===== config.mk =====
export PLATFORM = sky130hd
export DESIGN_NAME = acc_comparator_ctrl
export DESIGN_NICKNAME = d
export VERILOG_FILES = /design/src/include/acc_pkg.sv /design/src/core/acc_comparator_ctrl.sv
export SDC_FILE = /design/constraint.sdc
export NUM_CORES = 1
export LEC_CHECK = 0
export ABC_CLOCK_PERIOD_IN_PS = 2500
export BUFFER_PORTS_ARGS = -buffer_cell sky130_fd_sc_hd__buf_4
export CAP_MARGIN = 10
export CORE_UTILIZATION = 44
export CTS_BUF_LIST = sky130_fd_sc_hd__clkbuf_4
export DETAILED_ROUTE_END_ITERATION = 8
export PLACE_DENSITY = 0.87
export SLEW_MARGIN = 0
export SYNTH_ARGS = -nofsm -noshare
export SYNTH_HDL_FRONTEND = slang
export SYNTH_SLANG_ARGS = --single-unit

===== constraint.sdc =====
create_clock -name core_clk_i -period 2.5 [get_ports core_clk_i]
set_input_delay 0.125 -clock core_clk_i [delete_from_list [all_inputs] [get_ports core_clk_i]]
set_output_delay 0.125 -clock core_clk_i [all_outputs]
set_load 0.01 [all_outputs]

===== src/include/acc_pkg.sv =====
// Package for the analog comparator control block: offsets, field layout,
// reset values, encodings and the control word carrier type.
// Assumes a 32-bit APB with one aligned word per register.
package acc_pkg;

    localparam logic [11:0] ACC_OFF_CTRL = 12'h000;
    localparam logic [11:0] ACC_OFF_STATUS = 12'h004;
    localparam logic [11:0] ACC_OFF_MASK = 12'h008;

    localparam int ACC_BIT_ENABLE = 15;
    localparam int ACC_BIT_DRIVE = 14;
    localparam int ACC_BIT_INVERT = 13;
    localparam int ACC_BIT_RESULT = 8;
    localparam int ACC_LSB_EDGE = 6;
    localparam int ACC_BIT_POS_SEL = 4;
    localparam int ACC_LSB_NEG_SEL = 0;

    localparam logic [31:0] ACC_CTRL_WR_MASK = 32'h0000_e0d3;
    localparam logic [31:0] ACC_CTRL_RD_MASK = 32'h0000_e1d3;
    localparam logic [31:0] ACC_CTRL_RESET = 32'h0000_00c3;

    localparam int ACC_EVT_COMPARE = 0;
    localparam logic [31:0] ACC_EVT_MASK = 32'h0000_0001;
    localparam logic [31:0] ACC_MASK_RESET = 32'h0000_0000;

    typedef enum logic [1:0] {
        ACC_EDGE_NONE = 2'b00,
        ACC_EDGE_RISE = 2'b01,
        ACC_EDGE_FALL = 2'b10,
        ACC_EDGE_BOTH = 2'b11
    } acc_edge_t;

    typedef enum logic [1:0] {
        ACC_NEG_OWN_NEG = 2'b00,
        ACC_NEG_OWN_POS = 2'b01,
        ACC_NEG_OTHER_POS = 2'b10,
        ACC_NEG_BAND_GAP = 2'b11
    } acc_neg_t;

    typedef struct packed {
        logic enable;
        logic drive;
        logic invert;
        acc_edge_t edge_sel;
        logic pos_sel;
        acc_neg_t neg_sel;
    } acc_ctrl_t;

    function automatic acc_ctrl_t acc_unpack(input logic [31:0] w);
        acc_ctrl_t c;
        c.enable = w[ACC_BIT_ENABLE];
        c.drive = w[ACC_BIT_DRIVE];
        c.invert = w[ACC_BIT_INVERT];
        c.edge_sel = acc_edge_t'(w[ACC_LSB_EDGE +: 2]);
        c.pos_sel = w[ACC_BIT_POS_SEL];
        c.neg_sel = acc_neg_t'(w[ACC_LSB_NEG_SEL +: 2]);
        return c;
    endfunction

    function automatic logic [31:0] acc_pack(input acc_ctrl_t c, input logic result);
        logic [31:0] w;
        w = 32'h0000_0000;
        w[ACC_BIT_ENABLE] = c.enable;
        w[ACC_BIT_DRIVE] = c.drive;
        w[ACC_BIT_INVERT] = c.invert;
        w[ACC_BIT_RESULT] = result;
        w[ACC_LSB_EDGE +: 2] = c.edge_sel;
        w[ACC_BIT_POS_SEL] = c.pos_sel;
        w[ACC_LSB_NEG_SEL +: 2] = c.neg_sel;
        return w;
    endfunction

endpackage


===== src/core/acc_comparator_ctrl.sv =====
// Control and event logic for one analog comparator, with APB registers.
// Assumes the comparator output arrives asynchronously and the analog
// muxes and power switch follow the select outputs directly.
//
// Local design decisions: the APB interface to the registers and the placing of the registers.
`timescale 1ns/1ns
module acc_comparator_ctrl
    import acc_pkg::*;
(
    input wire logic core_clk_i,
    input wire logic arst_n_i,
    input wire logic psel_i,
    input wire logic penable_i,
    input wire logic pwrite_i,
    input wire logic [11:0] paddr_i,
    input wire logic [31:0] pwdata_i,
    output logic [31:0] prdata_o,
    output logic pready_o,
    output logic pslverr_o,
    input wire logic compare_raw_i,
    output logic analog_power_o,
    output logic positive_input_select_o,
    output logic [1:0] negative_input_select_o,
    output logic compare_out_pin_o,
    output logic compare_out_pin_oe_o,
    output logic compare_event_o,
    output logic irq_o
);

    // Register state
    acc_ctrl_t ctrl_q;
    logic [31:0] status_q;
    logic [31:0] mask_q;
    logic [31:0] prdata_q;
    logic sync1_q;
    logic sync2_q;
    logic sample_q;
    logic event_q;
    logic pin_q;

    // Bus decode
    wire logic setup_phase = psel_i && !penable_i;
    wire logic access_phase = psel_i && penable_i;
    wire logic hit_ctrl = (paddr_i == ACC_OFF_CTRL);
    wire logic hit_status = (paddr_i == ACC_OFF_STATUS);
    wire logic hit_mask = (paddr_i == ACC_OFF_MASK);
    wire logic unmapped = !(hit_ctrl || hit_status || hit_mask);
    wire logic wr_ctrl = access_phase && pwrite_i && hit_ctrl;
    wire logic wr_status = access_phase && pwrite_i && hit_status;
    wire logic wr_mask = access_phase && pwrite_i && hit_mask;

    // Result and edge detection, edge polarity applied after the compare
    // result inversion
    wire logic result_now = ctrl_q.enable && (sync2_q ^ ctrl_q.invert);
    wire logic result_prev = sample_q ^ ctrl_q.invert;
    wire logic cur_pol = sync2_q ^ ctrl_q.invert;
    wire logic rise = cur_pol && !result_prev;
    wire logic fall = !cur_pol && result_prev;
    wire logic edge_hit = (ctrl_q.edge_sel[0] && rise) || (ctrl_q.edge_sel[1] && fall);
    wire logic event_d = ctrl_q.enable && edge_hit;

    // Read mux
    // reserved bits zero
    wire logic [31:0] ctrl_rd = acc_pack(ctrl_q, result_now) & ACC_CTRL_RD_MASK;
    wire logic [31:0] rd_mux = hit_ctrl ? ctrl_rd :
                               hit_status ? (status_q & ACC_EVT_MASK) :
                               hit_mask ? (mask_q & ACC_EVT_MASK) : 32'h0000_0000;

    // Sticky status: a new event wins over a clear in the same cycle
    wire logic [31:0] status_set = {31'h0, event_q};
    wire logic [31:0] status_clr = wr_status ? pwdata_i : 32'h0000_0000;
    wire logic [31:0] status_d = ((status_q & ~status_clr) | status_set) & ACC_EVT_MASK;

    // Control register
    // fields written as given
    always_ff @(posedge core_clk_i or negedge arst_n_i) begin
        if (!arst_n_i) begin
            ctrl_q <= acc_unpack(ACC_CTRL_RESET);
        end else if (wr_ctrl) begin
            ctrl_q <= acc_unpack(pwdata_i & ACC_CTRL_WR_MASK);
        end
    end

    always_ff @(posedge core_clk_i or negedge arst_n_i) begin
        if (!arst_n_i) begin
            status_q <= 32'h0000_0000;
            mask_q <= ACC_MASK_RESET;
        end else begin
            status_q <= status_d;
            if (wr_mask) begin
                mask_q <= pwdata_i & ACC_EVT_MASK;
            end
        end
    end

    // Read data captured in the setup cycle, held through the access
    always_ff @(posedge core_clk_i or negedge arst_n_i) begin
        if (!arst_n_i) begin
            prdata_q <= 32'h0000_0000;
        end else if (setup_phase && !pwrite_i) begin
            prdata_q <= rd_mux;
        end
    end

    always_ff @(posedge core_clk_i or negedge arst_n_i) begin
        if (!arst_n_i) begin
            sync1_q <= 1'b0;
            sync2_q <= 1'b0;
            sample_q <= 1'b0;
        end else begin
            sync1_q <= compare_raw_i;
            sync2_q <= sync1_q;
            sample_q <= sync2_q;
        end
    end

    always_ff @(posedge core_clk_i or negedge arst_n_i) begin
        if (!arst_n_i) begin
            event_q <= 1'b0;
            pin_q <= 1'b0;
        end else begin
            event_q <= event_d;
            pin_q <= result_now;
        end
    end

    assign prdata_o = prdata_q;
    assign pready_o = 1'b1;
    assign pslverr_o = access_phase && unmapped;
    assign analog_power_o = ctrl_q.enable;
    assign positive_input_select_o = ctrl_q.pos_sel;
    assign negative_input_select_o = ctrl_q.neg_sel;
    assign compare_out_pin_oe_o = ctrl_q.enable && ctrl_q.drive;
    assign compare_out_pin_o = pin_q;
    assign compare_event_o = event_q;
    assign irq_o = |(status_q & mask_q);

    // Checks
    a_reserved_read: assert property (
        @(posedge core_clk_i) disable iff (!arst_n_i)
        (setup_phase && !pwrite_i && hit_ctrl) |=> ((prdata_o & ~ACC_CTRL_RD_MASK) == 32'h0))
        else $error("reserved control bits read nonzero");

    a_enable_only_write: assert property (
        @(posedge core_clk_i) disable iff (!arst_n_i)
        (wr_ctrl && (pwdata_i[ACC_BIT_INVERT] == ctrl_q.invert))
        |=> (ctrl_q.invert == $past(pwdata_i[ACC_BIT_INVERT])))
        else $error("control field changed unexpectedly");

    a_power_follows: assert property (
        @(posedge core_clk_i) disable iff (!arst_n_i)
        !ctrl_q.enable |-> (!analog_power_o && !compare_out_pin_oe_o && !result_now))
        else $error("comparator active while disabled");

    a_pin_value: assert property (
        @(posedge core_clk_i) disable iff (!arst_n_i)
        ($past(ctrl_q.enable) && compare_out_pin_oe_o)
        |-> (compare_out_pin_o == ($past(sync2_q) ^ $past(ctrl_q.invert))))
        else $error("output pin does not carry result");

    a_result_polarity: assert property (
        @(posedge core_clk_i) disable iff (!arst_n_i)
        (ctrl_q.enable && $stable(ctrl_q.invert))
        |-> (result_now == ($past(sync1_q) ^ ctrl_q.invert)))
        else $error("result bit mismatch");

    a_rise_event: assert property (
        @(posedge core_clk_i) disable iff (!arst_n_i)
        (ctrl_q.enable && ctrl_q.edge_sel == ACC_EDGE_RISE && !ctrl_q.invert
            && sync2_q && !sample_q) |=> compare_event_o)
        else $error("rising edge event missed");

    a_fall_only: assert property (
        @(posedge core_clk_i) disable iff (!arst_n_i)
        (ctrl_q.edge_sel == ACC_EDGE_FALL && ctrl_q.invert && sync2_q && !sample_q
            && ctrl_q.enable) |=> compare_event_o)
        else $error("inverted edge event missed");

    a_no_events: assert property (
        @(posedge core_clk_i) disable iff (!arst_n_i)
        (ctrl_q.edge_sel == ACC_EDGE_NONE || !ctrl_q.enable) |=> !compare_event_o)
        else $error("event raised while events off");

    a_single_pulse: assert property (
        @(posedge core_clk_i) disable iff (!arst_n_i)
        compare_event_o |-> ($past(sync2_q) != $past(sample_q)))
        else $error("event pulse without an edge");

    a_sync_delay: assert property (
        @(posedge core_clk_i) disable iff (!arst_n_i)
        $rose(sync1_q) |=> sync2_q ##1 sample_q)
        else $error("synchroniser latency wrong");

    a_sticky_irq: assert property (
        @(posedge core_clk_i) disable iff (!arst_n_i)
        (compare_event_o && mask_q[ACC_EVT_COMPARE] && !wr_mask) |=> irq_o)
        else $error("event did not raise interrupt");

    a_status_set_wins: assert property (
        @(posedge core_clk_i) disable iff (!arst_n_i)
        event_q |=> status_q[ACC_EVT_COMPARE])
        else $error("status bit not set by event");

    a_status_clear: assert property (
        @(posedge core_clk_i) disable iff (!arst_n_i)
        (wr_status && pwdata_i[ACC_EVT_COMPARE] && !event_q) |=> !status_q[ACC_EVT_COMPARE])
        else $error("status bit not cleared by write");

    a_status_sticky: assert property (
        @(posedge core_clk_i) disable iff (!arst_n_i)
        (status_q[ACC_EVT_COMPARE] && !(wr_status && pwdata_i[ACC_EVT_COMPARE]))
        |=> status_q[ACC_EVT_COMPARE])
        else $error("status bit lost without a clear");

    a_mask_write: assert property (
        @(posedge core_clk_i) disable iff (!arst_n_i)
        wr_mask |=> (mask_q[ACC_EVT_COMPARE] == $past(pwdata_i[ACC_EVT_COMPARE])))
        else $error("mask bit not written");

    a_irq_quiet: assert property (
        @(posedge core_clk_i) disable iff (!arst_n_i)
        !(status_q[ACC_EVT_COMPARE] && mask_q[ACC_EVT_COMPARE]) |-> !irq_o)
        else $error("interrupt without a masked-in status bit");

    a_pready_high: assert property (
        @(posedge core_clk_i) disable iff (!arst_n_i)
        access_phase |-> pready_o)
        else $error("access phase without ready");

    a_slverr_mapped: assert property (
        @(posedge core_clk_i) disable iff (!arst_n_i)
        !(access_phase && unmapped) |-> !pslverr_o)
        else $error("error response on a mapped access");

    a_unmapped_read: assert property (
        @(posedge core_clk_i) disable iff (!arst_n_i)
        (setup_phase && !pwrite_i && unmapped) |=> (prdata_o == 32'h0000_0000))
        else $error("unmapped read returned data");

    a_result_readback: assert property (
        @(posedge core_clk_i) disable iff (!arst_n_i)
        (setup_phase && !pwrite_i && hit_ctrl)
        |=> (prdata_o[ACC_BIT_RESULT] == $past(result_now)))
        else $error("result bit not captured");

    a_fields_hold: assert property (
        @(posedge core_clk_i) disable iff (!arst_n_i)
        !wr_ctrl |=> $stable(ctrl_q))
        else $error("control changed without a write");

    a_enable_toggle: assert property (
        @(posedge core_clk_i) disable iff (!arst_n_i)
        (wr_ctrl && ((pwdata_i & 32'h0000_60d3) == (acc_pack(ctrl_q, 1'b0) & 32'h0000_60d3)))
        |=> ($stable(ctrl_q.drive) && $stable(ctrl_q.invert) && $stable(ctrl_q.edge_sel)
            && $stable(ctrl_q.pos_sel) && $stable(ctrl_q.neg_sel)))
        else $error("enable write disturbed other fields");

    a_pos_select: assert property (
        @(posedge core_clk_i) disable iff (!arst_n_i)
        wr_ctrl |=> (positive_input_select_o == $past(pwdata_i[ACC_BIT_POS_SEL])))
        else $error("positive input select not applied");

    a_band_gap_select: assert property (
        @(posedge core_clk_i) disable iff (!arst_n_i)
        (wr_ctrl && pwdata_i[ACC_LSB_NEG_SEL +: 2] == 2'b11)
        |=> (negative_input_select_o == 2'b11))
        else $error("band-gap reference not selected");

    a_neg_select: assert property (
        @(posedge core_clk_i) disable iff (!arst_n_i)
        wr_ctrl |=> (negative_input_select_o == $past(pwdata_i[ACC_LSB_NEG_SEL +: 2])))
        else $error("negative input select not applied");

    a_both_edges: assert property (
        @(posedge core_clk_i) disable iff (!arst_n_i)
        (ctrl_q.enable && ctrl_q.edge_sel == ACC_EDGE_BOTH && sync2_q != sample_q)
        |=> compare_event_o)
        else $error("edge event missed with both edges selected");

    a_fall_event: assert property (
        @(posedge core_clk_i) disable iff (!arst_n_i)
        (ctrl_q.enable && ctrl_q.edge_sel == ACC_EDGE_FALL && !ctrl_q.invert
            && !sync2_q && sample_q) |=> compare_event_o)
        else $error("falling edge event missed");

    a_pin_released: assert property (
        @(posedge core_clk_i) disable iff (!arst_n_i)
        !ctrl_q.drive |-> !compare_out_pin_oe_o)
        else $error("pin driven while drive bit clear");

endmodule


==> metrics.yaml, run 1 <==
synth:
  ys_top_cells_by_count: "buf_4, dfrtp_1, a22o_1, mux2_4, dfstp_2"
  async_flop_share: 1.000
  synth_top_area_frac: 0.4053
  netlist_instances: 102
  synth_flop_cell: "dfrtp_1"
  yosysMostFrequentCell: "buf_4"
  synth_edf_count: 0
  ys_seq_elements: 24
  yosys_warnings: 0
  seq_area_frac_synth: 0.4904
  syn_area_sq_um: 1235
  avgSynthCellArea_sq_um: 12.11
  netlist-cell-type-count: 29
  yosysTopAreaCell: "dfrtp_1"
  ys_top_cells_by_area: "dfrtp_1, buf_4, mux2_4"
sta:
  period_needed_ns: 1.739
  slew_headroom: 0.6413
  finalSetupTns_ns: 0
  fmaxAchievable_mhz: 574.9
  tightest_slew_ns: 0.5380
  fin_crit_sh: 0.6958
  clock_skew_ns: 0.01980
  rsz0062_at_grt: "false"
  maxSlewViolCount: 0
  hold_violations: 0
  finalSetupViolCount: 0
route:
  wl_per_cell_um: 13.57
  routed_wl_um: 2388
  vias_per_cell: 4.938
  antenna_left: 0
  firstDrtPassIters: 4
  drc: 0
  drtIter0Drc: 8
  vias: 869
hold_path:
  holdPathStages: 2
  hp-class: "input pin to register"
global_routing:
  grt_pass1_wl_um: 3712
  grt_max_degree: 25
  grt_usage: 0.1780
  grt_antenna_before_repair: 0
  grt_pass1_vias: 848
  gr-total-overflow: 0
worst_setup_path:
  reg2regPathDepth: 4
  critical_path.cell_chain: "buf_4 > nor4_2 > nand3_2 > or4_1 > mux2_4"
  crit_required_ns: 2.69
  worstSetupPathType: "input pin to register"
  cp-start-kind: "input pin"
  cp_max_fo: 8
  slowest_delay_ns: 0.78
  crit_slowest_cell: "or4_1"
  cp-end-kind: "register"
  arrival_ns: 1.93
final_layout:
  stdcell_count: 176
  layout.nets: 197
  utilization: 0.5941
  layout-drive-gt1-share: 0.4384
  antenna_cells: 0
  syn2layout_area_growth_pct: 23.51
power:
  p_int_uw: 482.6
  pwr-share-clk: 0.265
  seq_power_share: 0.618
  power_density_nw_per_um2: 416.7
  switchingPower_uw: 153.0
  netSwitchingFraction: 0.2407
  power_frac_comb: 0.116
  leakage_nw: 0.7922
  max-vdd-ir-drop_mv: 0.4006
clock_tree:
  clk_latency_ns: 0.31
  cts_resized: 0
  clk_pin_slew_ns: 0.14
  root_buffer: "clkbuf_4"
  cts.htree.levels: 1
  cts_buffers: 3
  clockBufferDepth: 2
  post_cts.repair.setup_buffers: 0
  cts_sinks: 24
  cts_tree: "yes"
  cts.hold.buffers_added: 2
placed_design:
  place_inst: 170
  dpl.hpwl_um: 1885
  gp_congestion: 0.7820
  port_buffers: 43
outcome:
  outcome: "completed"
die:
  dieArea_sq_um: 3023
  die_w_um: 54.98
  ios: 92
  num_rows: 18
  start_util: 0.4810
  core_area_sq_um: 2567
  die_h_um: 54.98
run:
  drv_cap: 0
## kinds of logic after synthesis
group	synth area share
buf+inv	0.1763
flops	0.4904
simple gates	0.1084
compound gates	0.1054
mux	0.1064
other cells	0.006081
xor+xnor	0.007093
## critical path, delay by kind of cell
family | cells | cell delay (ns)
buf+inv | 1 | 0.11
mux | 1 | 0.39
simple gates | 3 | 1.30
## area by class of cell
| type | count | area (sq um) |
|---|---|---|
| sequential | 24 | 605.6 |
| timing repair buffer | 46 | 350.3 |
| tap | 30 | 37.54 |
| clock inverter | 1 | 3.754 |
| clock buffer | 3 | 22.52 |
| inverter | 3 | 11.26 |
| multi-input combinational | 69 | 494.2 |
| fill | 223 | 1042 |
## worst paths after layout
| kind | from | to | slack, ns |
|---|---|---|---|
| min in group asynchronous | arst_n_i | ctrl_q[6]$_DFFE_PN0P_ | 0.24 |
| max in group asynchronous | arst_n_i | ctrl_q[3]$_DFFE_PN1P_ | 1.96 |
| max | paddr_i[1] | ctrl_q[5]$_DFFE_PN0P_ | 0.76 |
| min | pwdata_i[4] | positive_input_select_o$_DFFE_PN0P_ | 0.03 |
| max reg2reg | status_q[0]$_DFF_PN0_ | prdata_o[0]$_DFFE_PN0P_ | 1.44 |
| min reg2reg | sync1_q$_DFF_PN0_ | sync2_q$_DFF_PN0_ | 0.36 |
## flip-flops by register name (all words and copies together), names as in the netlist
signal and count:
sync1_q 1, sync2_q 1, negative_input_select_o 2, analog_power_o 1, sample_q 1, prdata_o 9, ctrl_q 4, compare_out_pin_o 1
compare_event_o 1, status_q 1, mask_q 1, positive_input_select_o 1
## metrics by stage
stage	hold slack [ns]	worst slack, ns	power [mW]	cell area [sq um]
detailed placement	0.03674	0.4074	0.4720	1479
CTS	0.02240	0.7534	0.6417	1525
global route	0.02000	0.6894	0.6639	1525
finish	0.02720	0.7605	0.6356	1525
global placement	0.02749	0.5304	0.4685	1479
floorplan	-0.1706	0.8727	0.4535	1318
## power by group through the flow
stage	sequential [mW]	clock (mW)	combinational [mW]
6_report	0.393	0.169	0.0740
5_1_grt	0.394	0.187	0.0829
4_1_cts	0.393	0.174	0.0743
3_5_place_dp	0.400	0	0.0718
3_3_place_gp	0.400	0	0.0686
2_1_floorplan	0.400	0	0.0537
## layer usage
metal / up-vias / part of all wire / track usage
met5: - / 0 / 0
met4: 0 / 0.017 / 0.07500
met3: 4 / 0.054 / 0.04372
met2: 43 / 0.56 / 0.3333
met1: 424 / 0.37 / 0.1869
li1: 398 / - / -
## layout by cell type (no fill, tap or decap)
cell and count:
nand3_2 1, nor2_1 3, buf_4 44, nor2b_1 2
nand2_1 2, dlygate4sd3_1 2, a21oi_1 2, conb_1 24
nor4b_1 1, mux2_2 1, mux2_4 8, clkinv_1 1
nand3_1 1, a22o_1 8, nand2b_1 1, clkbuf_4 3
and2_1 2, a22oi_1 1, nor4_2 3, nor4_1 1
a221o_1 1, inv_1 3, a2bb2oi_1 1, dfrtp_1 20
or4_1 1, a211oi_1 1, a221oi_1 1, o21bai_1 1
xnor2_1 1, dfstp_2 4, or3b_1 1
(Power assumes the default switching activity.)
==> inputs of run 2 (changes only) <==
ABC_CLOCK_PERIOD_IN_PS = 1600   (was 2500)
CORE_UTILIZATION = 37   (was 44)
PLACE_DENSITY = 0.78   (was 0.87)
clock period = 1.6 ns   (was 2.5 ns; I/O delays follow)
==> run 2 against run 1 <==
Die area increased by 18%. Clock power increased to 2.6 times the previous value. Register-to-register slack got worse by 0.91 ns. Clock-buffer cell count unchanged. Global-route usage decreased by 3.1 points. Sequential power increased by 56%. Routed wire length increased by 2.2%. Flip-flop and latch count unchanged.
==> metrics.yaml, run 2 (synthesis results as in run 1) <==
outcome:
  outcome: "completed"
worst_setup_path:
  cp_max_fo: 8  # unchanged
  crit_required_ns: 1.81  # -0.88 ns
  crit_family: "simple AND/OR/NAND/NOR gates"
  cp-end-kind: "register"
  critical_path.cell_chain: "buf_4 > nor4_2 > nand3_2 > or4_1 > buf_4 > mux2_4"
  crit_slowest_cell: "or4_1"
  cp-start-kind: "input pin"
  path_buf_inv: 2  # +1
  crit_path_frequent_cell: "buf_4"
  worstSetupPathType: "input pin to register"
  crit_cells: 6  # +1
  slowest_delay_ns: 0.48  # -0.30 ns
  arrival_ns: 1.59  # -0.34 ns
  reg2regPathDepth: 4  # unchanged
run:
  drv_cap: 0  # unchanged
die:
  die_w_um: 59.77  # +8.7%
  start_util: 0.3980  # -0.08301
  num_rows: 20  # +2
  core_area_sq_um: 3103  # +21%
  dieArea_sq_um: 3572  # +18%
  ios: 92  # unchanged
  die_h_um: 59.77  # +8.7%
final_layout:
  final_cell_mix: "buf_4, conb_1, dfrtp_1"
  final_common_cell: "buf_4"
  antenna_cells: 0  # unchanged
  layout.nets: 208  # +5.6%
  layout-drive-gt1-share: 0.4331  # -0.005235
  syn2layout_area_growth_pct: 35.36
  stdcell_count: 201  # +14%
  largest_reg_flops: 9  # unchanged
  n_fill_cell: 282  # +26%
  utilization: 0.5387  # -0.05534
clock_tree:
  cts_sinks: 24  # unchanged
  cts_buffers: 3  # unchanged
  clockBufferDepth: 2  # unchanged
  root_buffer: "clkbuf_4"
  cts.htree.levels: 1  # unchanged
  cts_tree: "yes"
  clk_pin_slew_ns: 0.12  # -0.02 ns
  clk_latency_ns: 0.32  # about the same
route:
  antenna_left: 0  # unchanged
  routed_wl_um: 2441  # +2.2%
  wl_met1_um: 906  # +2.0%
  firstDrtPassIters: 4  # unchanged
  drtIter0Drc: 18  # +10
  vias_per_cell: 4.448  # -9.9%
  vias: 894  # +2.9%
  drc: 0  # unchanged
  wl_per_cell_um: 12.14  # -10%
  routed-wl-met3_um: 109  # -15%
  met2_length_um: 1386  # +4.2%
  maxUsedRoutingLayer: "met4"
global_routing:
  grt_pass1_wl_um: 3884  # +4.6%
  grt_pass1_vias: 890  # +5.0%
  grt_max_degree: 25  # unchanged
  grt_antenna_before_repair: 0  # unchanged
  gr-total-overflow: 0  # unchanged
  grt_usage: 0.1472  # -0.03085
power:
  power_mw: 1.182  # +86%
  power_density_nw_per_um2: 707.2  # +70%
  leakage_nw: 0.8508  # +7.4%
  max-vdd-ir-drop_mv: 0.6022  # +50%
sta:
  rsz0062_at_grt: "false"
  finalSetupViolCount: 0  # unchanged
  hold_violations: 0  # unchanged
  period_needed_ns: 1.386
  maxSlewViolCount: 0  # unchanged
  fmaxAchievable_mhz: 721.6
  fin_crit_sh: 0.8662
  clock_skew_ns: 0.009545  # -0.01025 ns
placed_design:
  dpl.hpwl_um: 1827  # -3.1%
  port_buffers: 43  # unchanged
  gp_congestion: 0.7383  # -5.6%
  place_inst: 187  # +10%
hold_path:
  hp-class: "input pin to register"
  holdPathStages: 3  # +1
run 2: final timing paths:
path / startpoint / to / slack, ns
worst min-delay path: paddr_i[3] / status_q[0]$_DFF_PN0_ / 0.09
worst max register to register: status_q[0]$_DFF_PN0_ / prdata_o[0]$_DFFE_PN0P_ / 0.53
worst min register to register: sync1_q$_DFF_PN0_ / sync2_q$_DFF_PN0_ / 0.37
worst max-delay path: paddr_i[7] / positive_input_select_o$_DFFE_PN0P_ / 0.21
min in group asynchronous: arst_n_i / sync1_q$_DFF_PN0_ / 0.17
max in group asynchronous: arst_n_i / negative_input_select_o[1]$_DFFE_PN1P_ / 1.14
run 2: through the flow:
step,TNS (ns),setup WS (ns),hold slack (ns),area (sq um)
detailed placement,-0.8073,-0.1225,-0.007039,1519
CTS,0,0.2238,0.006721,1662
global route,0,0.1676,0.1208,1672
finish,0,0.2141,0.08765,1672
global placement,-0.5319,-0.08847,-0.01590,1519
floorplan,0,0.01771,-0.2156,1318
run 2: layer usage:
layer  GRT usage  vias up
met4     0.03322        0
met2      0.2794       33
met5           0        -
met3     0.04978        4
li1            -      416
met1      0.1545      441
run 2: power breakdown:
group | internal [mW] | total [mW] | switching [mW]
registers | 0.611 | 0.614 | 0.00279
logic | 0.0655 | 0.131 | 0.0659
clock network | 0.253 | 0.437 | 0.183
total | 0.930 | 1.18 | 0.252
run 2: what timing repair did:
action,CTS,global route
endpoints found under the hold margin,32,2
hold buffers,9,1
setup buffers,0,0
setup endpoints to repair,0,0
gates resized for setup,0,0
run 2: layout make-up:
cell class | count | area [sq um] | share of cell area
flip-flops and latches | 24 | 605.6 | 0.3623
multi-input cells | 69 | 494.2 | 0.2957
repair buffers | 57 | 452.9 | 0.2710
well taps | 44 | 55.05 | 0.03293
clock inverters | 1 | 30.03 | 0.01796
clock buffers | 3 | 22.52 | 0.01347
inverters | 3 | 11.26 | 0.006737
run 2: worst reg2reg max path, stage by stage (launching register included):
cell and delay, ns:
dfrtp_1 0.38, inv_1 0.06, a221o_1 0.33, a2bb2oi_1 0.12, a21oi_1 0.11
==> inputs of run 3 (changes only) <==
ABC_CLOCK_PERIOD_IN_PS = 1400   (was 1600)
CORE_UTILIZATION = 41   (was 37)
PLACE_DENSITY = 0.82   (was 0.78)
clock period = 1.4 ns   (was 1.6 ns; I/O delays follow)
==> run 3 against run 2 <==
The run now ends with DRC left. Clock power increased by 16%. Largest power group unchanged. Core utilization is 6.6 points higher. First-iteration DRC count grew 50%.
==> metrics.yaml, run 3 (synthesis results as in run 1) <==
outcome:
  outcome: "finished with violations"
  failed_checks: "DRC"
placed_design:
  gp_congestion: 0.7428  # +0.61%
  dpl_cell_area_sq_um: 1543  # +1.6%
  dpl.hpwl_um: 1864  # +2.0%
  place_inst: 177  # -5.3%
  port_buffers: 43  # unchanged
clock_tree:
  root_buffer: "clkbuf_4"
  cts_tree: "yes"
  cts.htree.levels: 1  # unchanged
  cts_sinks: 24  # unchanged
  clk_latency_ns: 0.33  # about the same
  clk_pin_slew_ns: 0.14  # +0.02 ns
  cts_buffers: 3  # unchanged
  clockBufferDepth: 2  # unchanged
final_layout:
  final_cell_mix: "buf_4, conb_1, dfrtp_1"
  syn2layout_area_growth_pct: 37.29
  layout-drive-gt1-share: 0.4438  # +0.01063
  antenna_cells: 0  # unchanged
  final_common_cell: "buf_4"
  final_cell_area_sq_um: 1695  # +1.4%
  layout.nets: 211  # +1.4%
  largest_reg_flops: 9  # unchanged
  stdcell_count: 191  # -5.0%
sta:
  period_needed_ns: 1.344
  hold_violations: 0  # unchanged
  clock_skew_ns: 0.01208  # +0.002534 ns
  maxSlewViolCount: 0  # unchanged
  finalSetupViolCount: 0  # unchanged
  fin_crit_sh: 0.9598
  fmaxAchievable_mhz: 744.2
  finalSetupTns_ns: 0  # unchanged
  holdWs_ns: 0.1511  # +0.06345 ns
  rsz0062_at_grt: "false"
power:
  leakage_nw: 0.8689  # +2.1%
  max-vdd-ir-drop_mv: 1.231  # +100%
  power_density_nw_per_um2: 806.7  # +14%
  power_mw: 1.368  # +16%
worst_setup_path:
  crit_required_ns: 1.62  # -0.19 ns
  crit_path_frequent_cell: "buf_4"
  slowest_delay_ns: 0.48  # about the same
  worstSetupPathType: "input pin to register"
  cp_max_fo: 8  # unchanged
  critical_path.cell_chain: "buf_4 > nor4_4 > nand3_2 > or4_1 > buf_4 > mux2_4"
  cp-start-kind: "input pin"
  cp-end-kind: "register"
  crit_slowest_cell: "or4_1"
  arrival_ns: 1.56  # -0.03 ns
die:
  dieArea_sq_um: 3235  # -9.4%
  ios: 92  # unchanged
  core_area_sq_um: 2805  # -9.6%
  start_util: 0.4402  # +0.04225
  die_w_um: 56.88  # -4.8%
  num_rows: 19  # -5.0%
  die_h_um: 56.88  # -4.8%
route:
  wl_per_cell_um: 13.26  # +9.2%
  drc: 12  # +12
  antenna_left: 0  # unchanged
  vias_per_cell: 4.775  # +7.4%
  drtIter0Drc: 27  # +9
  vias: 912  # +2.0%
  routed_wl_um: 2532  # +3.7%
  firstDrtPassIters: 7  # +3
hold_path:
  hp-class: "input pin to async pin"
global_routing:
  grt_antenna_before_repair: 0  # unchanged
  grt_pass1_wl_um: 4236  # +9.1%
  grt_pass1_vias: 910  # +2.2%
  grt_usage: 0.1744  # +0.02722
  gr-total-overflow: 0  # unchanged
  grt_max_degree: 25  # unchanged
run:
  drv_cap: 0  # unchanged
-- run 3: cell count changes in the layout (fill, tap and decap cells not counted), sizes merged --
cell	before	now
buf	47	50
-- run 3: path summary, 6_finish.rpt --
kind | cells after the start | startpoint | slack [ns] | endpoint
setup / recovery | 6 | paddr_i[1] | 0.06 | ctrl_q[6]$_DFFE_PN0P_
hold / removal | 2 | arst_n_i | 0.15 | prdata_o[7]$_DFFE_PN0P_
setup reg to reg | 4 | mask_q[0]$_DFFE_PN0P_ | 0.34 | prdata_o[0]$_DFFE_PN0P_
hold reg to reg | 0 | sync1_q$_DFF_PN0_ | 0.37 | sync2_q$_DFF_PN0_
max in group asynchronous | 2 | arst_n_i | 0.95 | ctrl_q[3]$_DFFE_PN1P_
min in group core_clk_i | 4 | paddr_i[3] | 0.16 | status_q[0]$_DFF_PN0_
-- run 3: area by class of cell --
cell class,count,area (sq um)
Sequential cell,24,605.6
Clock buffer,3,22.52
Timing Repair Buffer,60,475.5
Fill cell,235,1110
Multi-Input combinational cell,69,511.7
Clock inverter,1,30.03
Inverter,3,11.26
Tap cell,31,38.79
-- run 3: per-stage QoR --
stage | utilization | worst slack, ns
3_3_place_gp | 0.5500 | -0.2464
2_1_floorplan | - | -0.1375
6_report | 0.6044 | 0.05624
4_1_cts | 0.6044 | 0.06780
3_5_place_dp | 0.5500 | -0.2731
5_1_grt | 0.6044 | 0.01882
-- run 3: routing by layer --
layer / global-route usage / wire [um] / share of wire
met3: 0.05300 / 170 / 0.067
met5: 0 / 0 / 0
met2: 0.3042 / 1370 / 0.54
met4: 0.08014 / 64 / 0.025
met1: 0.1926 / 926 / 0.37
-- run 3: power by group --
part / internal [mW] / leakage [nW] / switching (mW)
Clock: 0.290 / 0.0279 / 0.216
Combinational: 0.0800 / 0.532 / 0.0805
Sequential: 0.699 / 0.309 / 0.00297
Total: 1.07 / 0.869 / 0.299
-- run 3: worst max-delay path, delay by kind of cell --
| family | cells | cell delay [ns] |
|---|---|---|
| buffers and inverters | 2 | 0.33 |
| muxes | 1 | 0.30 |
| and+or+nand+nor | 3 | 0.85 |
-- run 3: timing repair --
| item | CTS | global route |
|---|---|---|
| gates resized for setup | 0 | 0 |
| setup buffers | 0 | 0 |
| endpoints found under the hold margin | 34 | 0 |
| hold buffers | 10 | 0 |
